`config.mk`:
```
export PLATFORM = sky130hd
export DESIGN_NAME = lsb_top
export DESIGN_NICKNAME = d
export VERILOG_FILES = /design/src/pkg/lsb_pkg.sv /design/src/rtl/lsb_top.sv
export SDC_FILE = /design/constraint.sdc
export NUM_CORES = 1
export LEC_CHECK = 0
export BUFFER_PORTS_ARGS = -buffer_cell sky130_fd_sc_hd__buf_2
export CORE_MARGIN = 2
export CORE_UTILIZATION = 54
export DETAILED_ROUTE_END_ITERATION = 8
export PLACE_DENSITY = 0.88
export SLEW_MARGIN = 20
export SYNTH_ARGS = -nofsm -noshare
export SYNTH_HDL_FRONTEND = slang
export SYNTH_SLANG_ARGS = --single-unit
```
`constraint.sdc`:
```
create_clock -name CLK_SYS_IN -period 3.4 [get_ports CLK_SYS_IN]
set_input_delay 0.34 -clock CLK_SYS_IN [delete_from_list [all_inputs] [get_ports CLK_SYS_IN]]
set_output_delay 0.34 -clock CLK_SYS_IN [all_outputs]
set_load 0.005 [all_outputs]
```
`src/pkg/lsb_pkg.sv`:
```
/*
  Constants and carriers for the LIN setup and bit-rate block.
  Assumes a CPU-side register port of three directly addressed byte registers.
*/
package lsb_pkg;
  // Direct register selects
  localparam logic [1:0] SEL_MODE  = 2'h0;
  localparam logic [1:0] SEL_INDEX = 2'h1;
  localparam logic [1:0] SEL_DATA  = 2'h2;

  // Indirect register indices
  localparam logic [7:0] IDX_CONTROL = 8'h08;
  localparam logic [7:0] IDX_STATUS  = 8'h09;
  localparam logic [7:0] IDX_SIZE    = 8'h0b;
  localparam logic [7:0] IDX_DIVLO   = 8'h0c;
  localparam logic [7:0] IDX_PRESMUL = 8'h0d;

  // Mode register fields
  localparam int MODE_ACTIVE_BIT = 7;
  localparam int MODE_MASTER_BIT = 6;
  localparam int MODE_AUTOBAUD_SELECT_BIT  = 5;

  // Control register fields
  localparam int CTRL_START_BIT  = 0;
  localparam int CTRL_RSTERR_BIT = 2;
  localparam int CTRL_RSTINT_BIT = 3;
  localparam logic [7:0] CTRL_KEEP_MASK = 8'hf0;

  // Status register fields
  localparam int STAT_DONE_BIT = 0;
  localparam int STAT_BUSY_BIT = 1;
  localparam int STAT_ERR_BIT  = 2;
  localparam int STAT_IRQ_BIT  = 3;

  // Size register checksum type
  localparam int SIZE_ENH_BIT = 7;

  // Prescale/multiply field layout
  localparam int PRE_MSB = 7;
  localparam int PRE_LSB = 6;
  localparam int MUL_MSB = 5;
  localparam int MUL_LSB = 1;
  localparam int DIV8_BIT = 0;

  // Divider range
  localparam logic [8:0] DIV_MIN = 9'h0c8;

  // Reset values
  localparam logic [7:0] REG_RESET = 8'h00;

  typedef struct packed {
    logic       wr;
    logic       rd;
    logic [1:0] sel;
    logic [7:0] wdata;
  } lsb_req_type;

  typedef struct packed {
    logic       clear;
    logic       valid;
    logic       last;
    logic [7:0] pid;
    logic [7:0] data;
  } lsb_cs_type;
endpackage

```
`src/rtl/lsb_top.sv`:
```
/*
  LIN setup front end: direct mode register, indirect index/data access,
  manual bit-rate generator, checksum unit and frame start/flag handling.
  Assumes the frame engine outside reports completion and errors as
  one-cycle pulses, and all inputs are synchronous to CLK_SYS_IN.
*/
`timescale 1ns/100ps
`default_nettype none
module lsb_top #(
  parameter int DIV_W = 9
) (
  // Clock and control
  input  wire logic               CLK_SYS_IN,
  input  wire logic               RST_N_IN,
  input  wire logic               CE_IN,
  // CPU register port
  input  wire lsb_pkg::lsb_req_type REQ_IN,
  output var  logic [7:0]         RDATA_OUT,
  // Frame engine events
  input  wire logic               FRAME_DONE_IN,
  input  wire logic               FRAME_ERROR_IN,
  // Checksum byte stream
  input  wire lsb_pkg::lsb_cs_type CS_IN,
  // Status and control outputs
  output var  logic               ACTIVE_OUT,
  output var  logic               MASTER_OUT,
  output var  logic               AUTOBAUD_OUT,
  output var  logic               START_OUT,
  output var  logic               BIT_STROBE_OUT,
  output var  logic               IRQ_OUT,
  output var  logic               ERROR_OUT,
  output var  logic [7:0]         CHECKSUM_OUT,
  output var  logic               CS_OK_OUT,
  output var  logic               CS_CHECKED_OUT
);
  import lsb_pkg::*;

  // Elaboration-time refusal: the divider field and range logic are nine bits wide
  if (DIV_W != 9) begin
    $error("lsb_top: divider field must be nine bits");
  end

  typedef struct packed {
    logic [7:0]       mode;
    logic [7:0]       index;
    logic [7:0]       ctrl;
    logic [7:0]       size;
    logic [7:0]       divlo;
    logic [7:0]       presmul;
    logic             busy;
    logic             done;
    logic             err;
    logic             irq;
    logic             start;
    logic [7:0]       rdata;
    logic [3:0]       pre_cnt;
    logic [DIV_W-1:0] div_cnt;
    logic [4:0]       mul_cnt;
    logic             strobe;
    logic [7:0]       cs_sum;
    logic [7:0]       cs_out;
    logic             cs_ok;
    logic             cs_chk;
  } lsb_state_type;

  lsb_state_type st_reg;
  lsb_state_type st_next;

  function automatic logic [7:0] add_carry(input logic [7:0] a, input logic [7:0] b);
    logic [8:0] s;
    s = {1'b0, a} + {1'b0, b};
    return s[7:0] + {7'h00, s[8]};
  endfunction

  logic             is_master;
  logic             is_active;
  logic [1:0]       pre;
  logic [4:0]       mul_last;
  logic [3:0]       pre_last;
  logic [DIV_W-1:0] div_raw;
  logic [DIV_W-1:0] div_last;
  logic             wr_data;
  logic             wr_ctrl;
  logic [7:0]       cs_seed;
  logic [7:0]       cs_acc;
  logic [7:0]       idx_rd;
  logic [7:0]       status;

  always_comb begin
    is_master = st_reg.mode[MODE_MASTER_BIT];
    is_active = st_reg.mode[MODE_ACTIVE_BIT];
    pre       = st_reg.presmul[PRE_MSB:PRE_LSB];
    // Slave autobaud works from prescaler and divider only
    mul_last  = st_reg.mode[MODE_AUTOBAUD_SELECT_BIT] ? 5'h00 : st_reg.presmul[MUL_MSB:MUL_LSB];
    pre_last  = 4'((5'h02 << pre) - 5'h01);
    div_raw   = {st_reg.presmul[DIV8_BIT], st_reg.divlo};
    // Out-of-range divider is lifted to the floor instead of running too fast
    div_last  = ((div_raw < DIV_MIN) ? DIV_MIN : div_raw) - 9'h001;
    wr_data   = REQ_IN.wr && (REQ_IN.sel == SEL_DATA);
    wr_ctrl   = wr_data && (st_reg.index == IDX_CONTROL);
    cs_seed   = st_reg.size[SIZE_ENH_BIT] ? CS_IN.pid : 8'h00;
    cs_acc    = add_carry(CS_IN.clear ? cs_seed : st_reg.cs_sum, CS_IN.data);
    status    = 8'h00;
    status[STAT_DONE_BIT] = st_reg.done;
    status[STAT_BUSY_BIT] = st_reg.busy;
    status[STAT_ERR_BIT]  = st_reg.err;
    status[STAT_IRQ_BIT]  = st_reg.irq;
    unique case (st_reg.index)
      IDX_CONTROL: idx_rd = (st_reg.ctrl & CTRL_KEEP_MASK) | {7'h00, st_reg.busy};
      IDX_STATUS:  idx_rd = status;
      IDX_SIZE:    idx_rd = st_reg.size;
      IDX_DIVLO:   idx_rd = st_reg.divlo;
      IDX_PRESMUL: idx_rd = st_reg.presmul;
      default:     idx_rd = 8'h00;
    endcase
  end

  always_comb begin
    st_next       = st_reg;
    st_next.start = 1'b0;

    // Direct registers
    if (REQ_IN.wr && REQ_IN.sel == SEL_MODE) begin
      st_next.mode = REQ_IN.wdata;
      // A master never runs on derived timing
      if (REQ_IN.wdata[MODE_MASTER_BIT]) begin
        st_next.mode[MODE_AUTOBAUD_SELECT_BIT] = 1'b0;
      end
    end
    if (REQ_IN.wr && REQ_IN.sel == SEL_INDEX) begin
      st_next.index = REQ_IN.wdata;
    end

    // Indirect registers
    if (wr_data) begin
      unique case (st_reg.index)
        IDX_CONTROL: st_next.ctrl    = REQ_IN.wdata & CTRL_KEEP_MASK;
        IDX_SIZE:    st_next.size    = REQ_IN.wdata;
        IDX_DIVLO:   st_next.divlo   = REQ_IN.wdata;
        IDX_PRESMUL: st_next.presmul = REQ_IN.wdata;
        default:     st_next.ctrl    = st_reg.ctrl;
      endcase
    end

    // Flag clears first so that a same-cycle event wins
    if (wr_ctrl && REQ_IN.wdata[CTRL_RSTERR_BIT]) begin
      st_next.err  = 1'b0;
      st_next.done = 1'b0;
    end
    if (wr_ctrl && REQ_IN.wdata[CTRL_RSTINT_BIT]) begin
      st_next.irq = 1'b0;
    end

    // Frame start and completion
    if (wr_ctrl && REQ_IN.wdata[CTRL_START_BIT] && is_active && is_master && !st_reg.busy) begin
      st_next.busy  = 1'b1;
      st_next.start = 1'b1;
      st_next.done  = 1'b0;
    end
    if (st_reg.busy && (FRAME_DONE_IN || FRAME_ERROR_IN)) begin
      st_next.busy = 1'b0;
      st_next.irq  = 1'b1;
      if (FRAME_DONE_IN) begin
        st_next.done = 1'b1;
      end
      if (FRAME_ERROR_IN) begin
        st_next.err = 1'b1;
      end
    end

    // Registered read data
    if (REQ_IN.rd) begin
      unique case (REQ_IN.sel)
        SEL_MODE:  st_next.rdata = st_reg.mode;
        SEL_INDEX: st_next.rdata = st_reg.index;
        SEL_DATA:  st_next.rdata = idx_rd;
        default:   st_next.rdata = 8'h00;
      endcase
    end

    // Bit-time generator, idle and reloaded while inactive
    st_next.strobe = 1'b0;
    if (!is_active) begin
      st_next.pre_cnt = 4'h0;
      st_next.div_cnt = '0;
      st_next.mul_cnt = 5'h00;
      st_next.busy    = 1'b0;
    end else if (st_reg.pre_cnt < pre_last) begin
      st_next.pre_cnt = st_reg.pre_cnt + 4'h1;
    end else begin
      st_next.pre_cnt = 4'h0;
      if (st_reg.div_cnt < div_last) begin
        st_next.div_cnt = st_reg.div_cnt + 9'h001;
      end else begin
        st_next.div_cnt = '0;
        if (st_reg.mul_cnt < mul_last) begin
          st_next.mul_cnt = st_reg.mul_cnt + 5'h01;
        end else begin
          // New bit period: every stage restarts from zero and counts up to one below its division factor
          st_next.mul_cnt = 5'h00;
          st_next.strobe  = 1'b1;
        end
      end
    end

    // Checksum accumulation and check
    st_next.cs_chk = 1'b0;
    if (CS_IN.clear && !CS_IN.valid) begin
      st_next.cs_sum = cs_seed;
    end else if (CS_IN.valid && CS_IN.last) begin
      // Sum plus received checksum must reach all ones
      st_next.cs_ok  = (cs_acc == 8'hff);
      st_next.cs_chk = 1'b1;
    end else if (CS_IN.valid) begin
      st_next.cs_sum = cs_acc;
    end
    st_next.cs_out = ~st_next.cs_sum;
  end

  always_ff @(posedge CLK_SYS_IN) begin
    if (!RST_N_IN) begin
      st_reg       <= '0;
      st_reg.mode  <= REG_RESET;
      st_reg.size  <= REG_RESET;
      st_reg.divlo <= REG_RESET;
      st_reg.cs_out <= 8'hff;
    end else if (CE_IN) begin
      st_reg <= st_next;
    end
  end

  always_comb begin
    RDATA_OUT      = st_reg.rdata;
    ACTIVE_OUT     = st_reg.mode[MODE_ACTIVE_BIT];
    MASTER_OUT     = st_reg.mode[MODE_MASTER_BIT];
    AUTOBAUD_OUT   = st_reg.mode[MODE_AUTOBAUD_SELECT_BIT];
    START_OUT      = st_reg.start;
    BIT_STROBE_OUT = st_reg.strobe;
    IRQ_OUT        = st_reg.irq;
    ERROR_OUT      = st_reg.err;
    CHECKSUM_OUT   = st_reg.cs_out;
    CS_OK_OUT      = st_reg.cs_ok;
    CS_CHECKED_OUT = st_reg.cs_chk;
  end
endmodule
`default_nettype wire

```
# Word level (Yosys, flattened, before mapping)
# Index checks and enable logic that the tools add are counted.
# op_classes
magnitude_cmp	4
eq_ne	11
n_mux	28
n_addsub	7
n_reduce_logical	30
n_div	0
n_bitwise	3
n_shift	1
mul	0
# op_table
op	count
8-bit by 4-bit equality test with 1-bit output (second input constant)	5
8-bit two-way mux	5
8-bit one-hot mux with 5 select lines	1
8-bit one-hot mux with 3 select lines	1
18-bit two-way mux	1
9-bit two-way mux	2
3-bit AND reduction	6
15-bit two-way mux	1
1-bit logical AND	13
2-bit AND reduction	6
1-bit two-way mux	10
5-bit two-way mux	2
8-bit by 8-bit adder with 9-bit output	1
9-bit by 1-bit adder with 9-bit output (second input constant)	1
9-bit by 8-bit less-than comparator with 1-bit output (second input constant)	1
9-bit less-than comparator	1
9-bit by 1-bit subtractor with 9-bit output (second input constant)	1
8-bit by 1-bit adder with 8-bit output	1
8-bit equality test (second input constant)	1
4-bit two-way mux	2
8-bit inverter	1
8-bit by 1-bit bitwise OR with 8-bit output	1
6-bit two-way mux	1
5-bit by 1-bit adder with 5-bit output (second input constant)	1
other kinds (15)	18
# word_totals
out_inout_bits	25
word_cells	104
memories	0
ff_bits	94
rom_bits	0
mem_bits_rw	0
latchBits	0

# Depth between registers and ports, before layout
# depth
word_depth	11
mapped_depth	19
depth_no_buf	17

# Worst setup path before layout
# OpenSTA, ideal clock, no wires.
# synth_path
kind	input -> register
startpoint	input port CS_IN[18] (netlist name)
endpoint	register st_reg, in the netlist CHECKSUM_OUT[6]
cell_stages	17
setup_time_ns	0.117
path_slack_ns	-0.284
t_arrival_ns	3.567
path_cell_list	clkbuf_1 clkbuf_1 o21ai_0 ha_1 fa_1 and3_1 o21ai_0 a21o_1 nand2b_1 a21o_1 ha_1 ha_1 and4_1 o2111ai_1 xor2_1 o22ai_1 o22a_1
# synth_between
elab_chain_cells	7
elab_cells_between_ends	8
cone_classes	add/sub (2); mux (4); bitwise (1); reduce/logical (1)
# synth_lines
element	line_no	text
start: declaration	lsb_top.sv:23	input wire lsb_pkg::lsb_cs_type CS_IN,
8-bit two-way mux	lsb_top.sv:102	cs_acc = add_carry(CS_IN.clear ? cs_seed : st_reg.cs_sum, CS_IN.data);
8-bit by 8-bit adder with 9-bit output	lsb_top.sv:71	s = {1'b0, a} + {1'b0, b};
8-bit by 1-bit adder with 8-bit output	lsb_top.sv:72	return s[7:0] + {7'h00, s[8]};
8-bit two-way mux	lsb_top.sv:214	end else if (CS_IN.valid) begin
8-bit two-way mux	lsb_top.sv:210	end else if (CS_IN.valid && CS_IN.last) begin
8-bit two-way mux (*)	lsb_top.sv:208	if (CS_IN.clear && !CS_IN.valid) begin
8-bit inverter (*)	lsb_top.sv:217	st_next.cs_out = ~st_next.cs_sum;
end signal: assignment	lsb_top.sv:228	st_reg <= st_next;
end: declaration	lsb_top.sv:66	lsb_state_type st_reg;
# Every way passes the cells marked *; elsewhere a longest branch is shown, timed or not.
# A chain may end at the register's enable or synchronous reset.

# Worst setup path in the final report
# layout_path
startpoint	register st_reg, in the netlist div_raw[3]
endpoint	register st_reg[26] (netlist name)
# layout_between
elab_chain_cells	7
# layout_lines
element	line_no	text
9-bit by 8-bit less-than comparator with 1-bit output	lsb_top.sv:98	div_last = ((div_raw < DIV_MIN) ? DIV_MIN : div_raw) - 9'h001;
9-bit two-way mux (*)	lsb_top.sv:98	
9-bit by 1-bit subtractor with 9-bit output (*)	lsb_top.sv:98	
9-bit less-than comparator (*)	lsb_top.sv:192	if (st_reg.div_cnt < div_last) begin
9-bit two-way mux (*)	lsb_top.sv:192	
15-bit two-way mux (*)	lsb_top.sv:188	end else if (st_reg.pre_cnt < pre_last) begin
18-bit two-way mux (*)	lsb_top.sv:183	if (!is_active) begin
# Every way passes the cells marked *; elsewhere a longest branch is shown, timed or not. The select of a mux whose other input is x is not followed.

==> impl_metrics.csv <==
group,metric,value,unit
synthesis,synth_warnings,0,
synthesis,syn_area,5590,µm²
drt,firstDrtPassIters,5,
final_layout,final_nets,788,
drt,drcViolationCount,0,
clocking,ctsHoldBuffers,0,
drt,wl_per_cell,16.6,µm
synthesis,yosysTopAreaCell,"dfxtp_1",
floorplanning,die_w,106,µm
drt,via_per_inst,6.07,
critical_path,crit_arrival,3690,ps
critical_path,endpoint_kind,"register",
outcome,status,"finished with violations",
timing,clock_skew,13.0,ps
global_route,grt_max_degree,51,
timing,layout_setup_ws,-14.8,ps
synthesis,synthTopCellsByCount,"100 x nand2_1, 94 x dfxtp_1, 38 x o21ai_0",
critical_path,path_class,"register to register",
placement,pre_cts_ws,-44.0,ps
global_route,first_global_vias,4801,
timing,fin_crit_sh,100,%
placement,numPortBuffers,60,
floorplanning,ios,61,
drt,vias,5236,
floorplanning,die_y,106,µm
placement,gp_congestion,0.938,
final_layout,largest_reg_flops,58,
drt,ant_nets,0,
synthesis,synth_nets,743,
clocking,cts_buffers,9,
clocking,htree_levels,3,
timing,max_freq,0.293,GHz
synthesis,synth_top_area_share,33.6,%
final_layout,fin_area,6290,µm²
placement,place_hpwl,10.2,mm
synthesis,synth.avg_cell_area,8.26,µm²
global_route,overflow,0,
synthesis,yosysMostFrequentCell,"nand2_1",
floorplanning,row_count,37,
critical_path,critPathLaunchType,"register",
drt,wirelength,14.3,mm
power_and_ir_drop,power.density,337,nW/µm²
critical_path,path_max_fanout,4,
power_and_ir_drop,irDropWorstVdd,0.254,mV
synthesis,ys_seq_area_share,33.6,%
synthesis,yosysUniqueCellTypes,65,
synthesis,synth_seq_cells,94,
timing,setup_violations,1,
global_route,grt_antenna_before_repair,0,
drt,drtIter0Drc,354,
final_layout,area_delta_synth_final,12.4,%
clocking,clk_latency,390,ps
timing,setup-tns-final,-14.8,ps
critical_path,required,3680,ps
timing,min_period,3410,ps
outcome,violations,"setup timing",
synthesis,synth-edff-count,0,
worst_hold_path,hold_class,"input port to register",
global_route,grt_pass1_wl,22.6,mm
global_route,grt_use_total,24.9,%
clocking,cts_root_buf,"clkbuf_8",
timing,hold_violations,0,
synthesis,synth-main-ff-cell,"dfxtp_1",
clocking,tritoncts,"yes",
power_and_ir_drop,p_leak,2.55,nW
synthesis,synthTopCellsByArea,"dfxtp_1 34%, nand2_1 6.7%, ha_1 6.5%",
floorplanning,start_util,54.9,%
synthesis,synthCells,677,
final_layout,n_antenna_cell,0,
clocking,clock-sinks,94,
timing,tightest_slew,951,ps
clocking,clockBufferDepth,2,
timing,finalMaxSlewViolations,0,
timing,relSlewSlack,36.1,%
final_layout,drive_gt1_share,17.6,%
timing,rsz0062_at_grt,"yes",
placement,place_area,5960,µm²
synthesis,synth-async-reset-ratio,0,%
floorplanning,dieArea,11200,µm²
job,drv_cap,0,
floorplanning,coreArea,10200,µm²
clocking,clk_pin_slew_worst_paths,100,ps
## stage by stage
stage / hold slack, ps / power [W] / cells / utilization, %
after floorplan: 427 / 0.00134 / 677 / -
after global placement: 433 / 0.00141 / 843 / 58.5
after detailed placement: 444 / 0.00142 / 843 / 58.5
after CTS: 245 / 0.00211 / 861 / 60.6
after global routing: 246 / 0.00219 / 863 / 61.7
final: 239 / 0.00212 / 863 / 61.7
## final timing paths
kind | from | end | slack [ps] | depth (start not counted)
worst max-delay path | div_raw[3] | st_reg[26] | -10 | 17
worst min-delay path | FRAME_DONE_IN | st_reg[48] | 240 | 3
worst max register to register | div_raw[3] | st_reg[26] | -10 | 17
worst min register to register | CHECKSUM_OUT[0] | CHECKSUM_OUT[0] | 460 | 1
## routing by layer
layer / wire length (µm) / global-route usage, % / up-vias
li1: - / - / 2492
met1: 5970 / 31.2 / 2436
met2: 6690 / 41.4 / 255
met3: 1190 / 5.38 / 53
met4: 472 / 10.4 / 0
met5: 0 / 0 / -
## final cells by class
cell class	count	area, µm²
Fill cell	876	3900
Multi-Input combinational cell	520	3520
Sequential cell	94	1880
Timing Repair Buffer	82	473
Tap cell	136	170
Clock buffer	10	128
Inverter	15	56.3
Clock inverter	6	52.6
## report_power, final
| part | internal [W] | switching, W | total [W] |
|---|---|---|---|
| logic | 0.000105 | 0.000164 | 0.000269 |
| registers | 0.00112 | 0.0000160 | 0.00114 |
| clock network | 0.000279 | 0.000436 | 0.000715 |
| total | 0.00150 | 0.000615 | 0.00212 |
## cells in the final DEF (no fill, tap or decap), types with 6 or more instances in the layout
master,count
nand2_1,98
dfxtp_1,92
buf_2,60
a21boi_0,35
nor2_1,34
nand3_1,33
o21ai_0,31
nor2b_1,30
a21oi_1,27
mux2i_1,26
ha_1,24
buf_4,20
a22o_1,16
inv_1,14
xnor2_1,14
a21o_1,12
nand2b_1,11
xor2_1,10
nand4_1,9
clkbuf_8,9
nor3_1,7
a22oi_1,7
mux2_2,6
## repair_timing
action | in CTS | in global routing
resized for setup | 4 | 23
setup endpoints to repair | 4 | 23
pin swaps | 5 | 16
gates cloned | 0 | 0
buffers inserted | 2 | 2
## kinds of logic (layout without fill, tap and decap cells)
family | Yosys count | after routing | share of synthesized area (%)
muxes | 32 | 32 | 5.86
adders and majority gates | 30 | 30 | 6.85
AOI/OAI and AO/OA | 181 | 181 | 22.6
DFF | 94 | 94 | 33.6
and+or+nand+nor | 253 | 253 | 21.9
buffers and inverters | 63 | 113 | 5.32
xor gates and xnor gates | 24 | 24 | 3.76
## worst max-delay path, stage by stage (launching register included)
cell,delay [ps]
dfxtp_2,330
or3_4,380
a31o_4,240
nand2_2,80
ha_4,150
nand2b_4,60
or3_1,300
and3_4,180
ha_4,260
nand4_1,120
o31ai_2,280
buf_4,160
a31oi_4,40
o21a_1,160
buf_4,150
nand4_1,120
o21ai_1,90
a22o_1,200
Power figures use the tool's default switching activity.
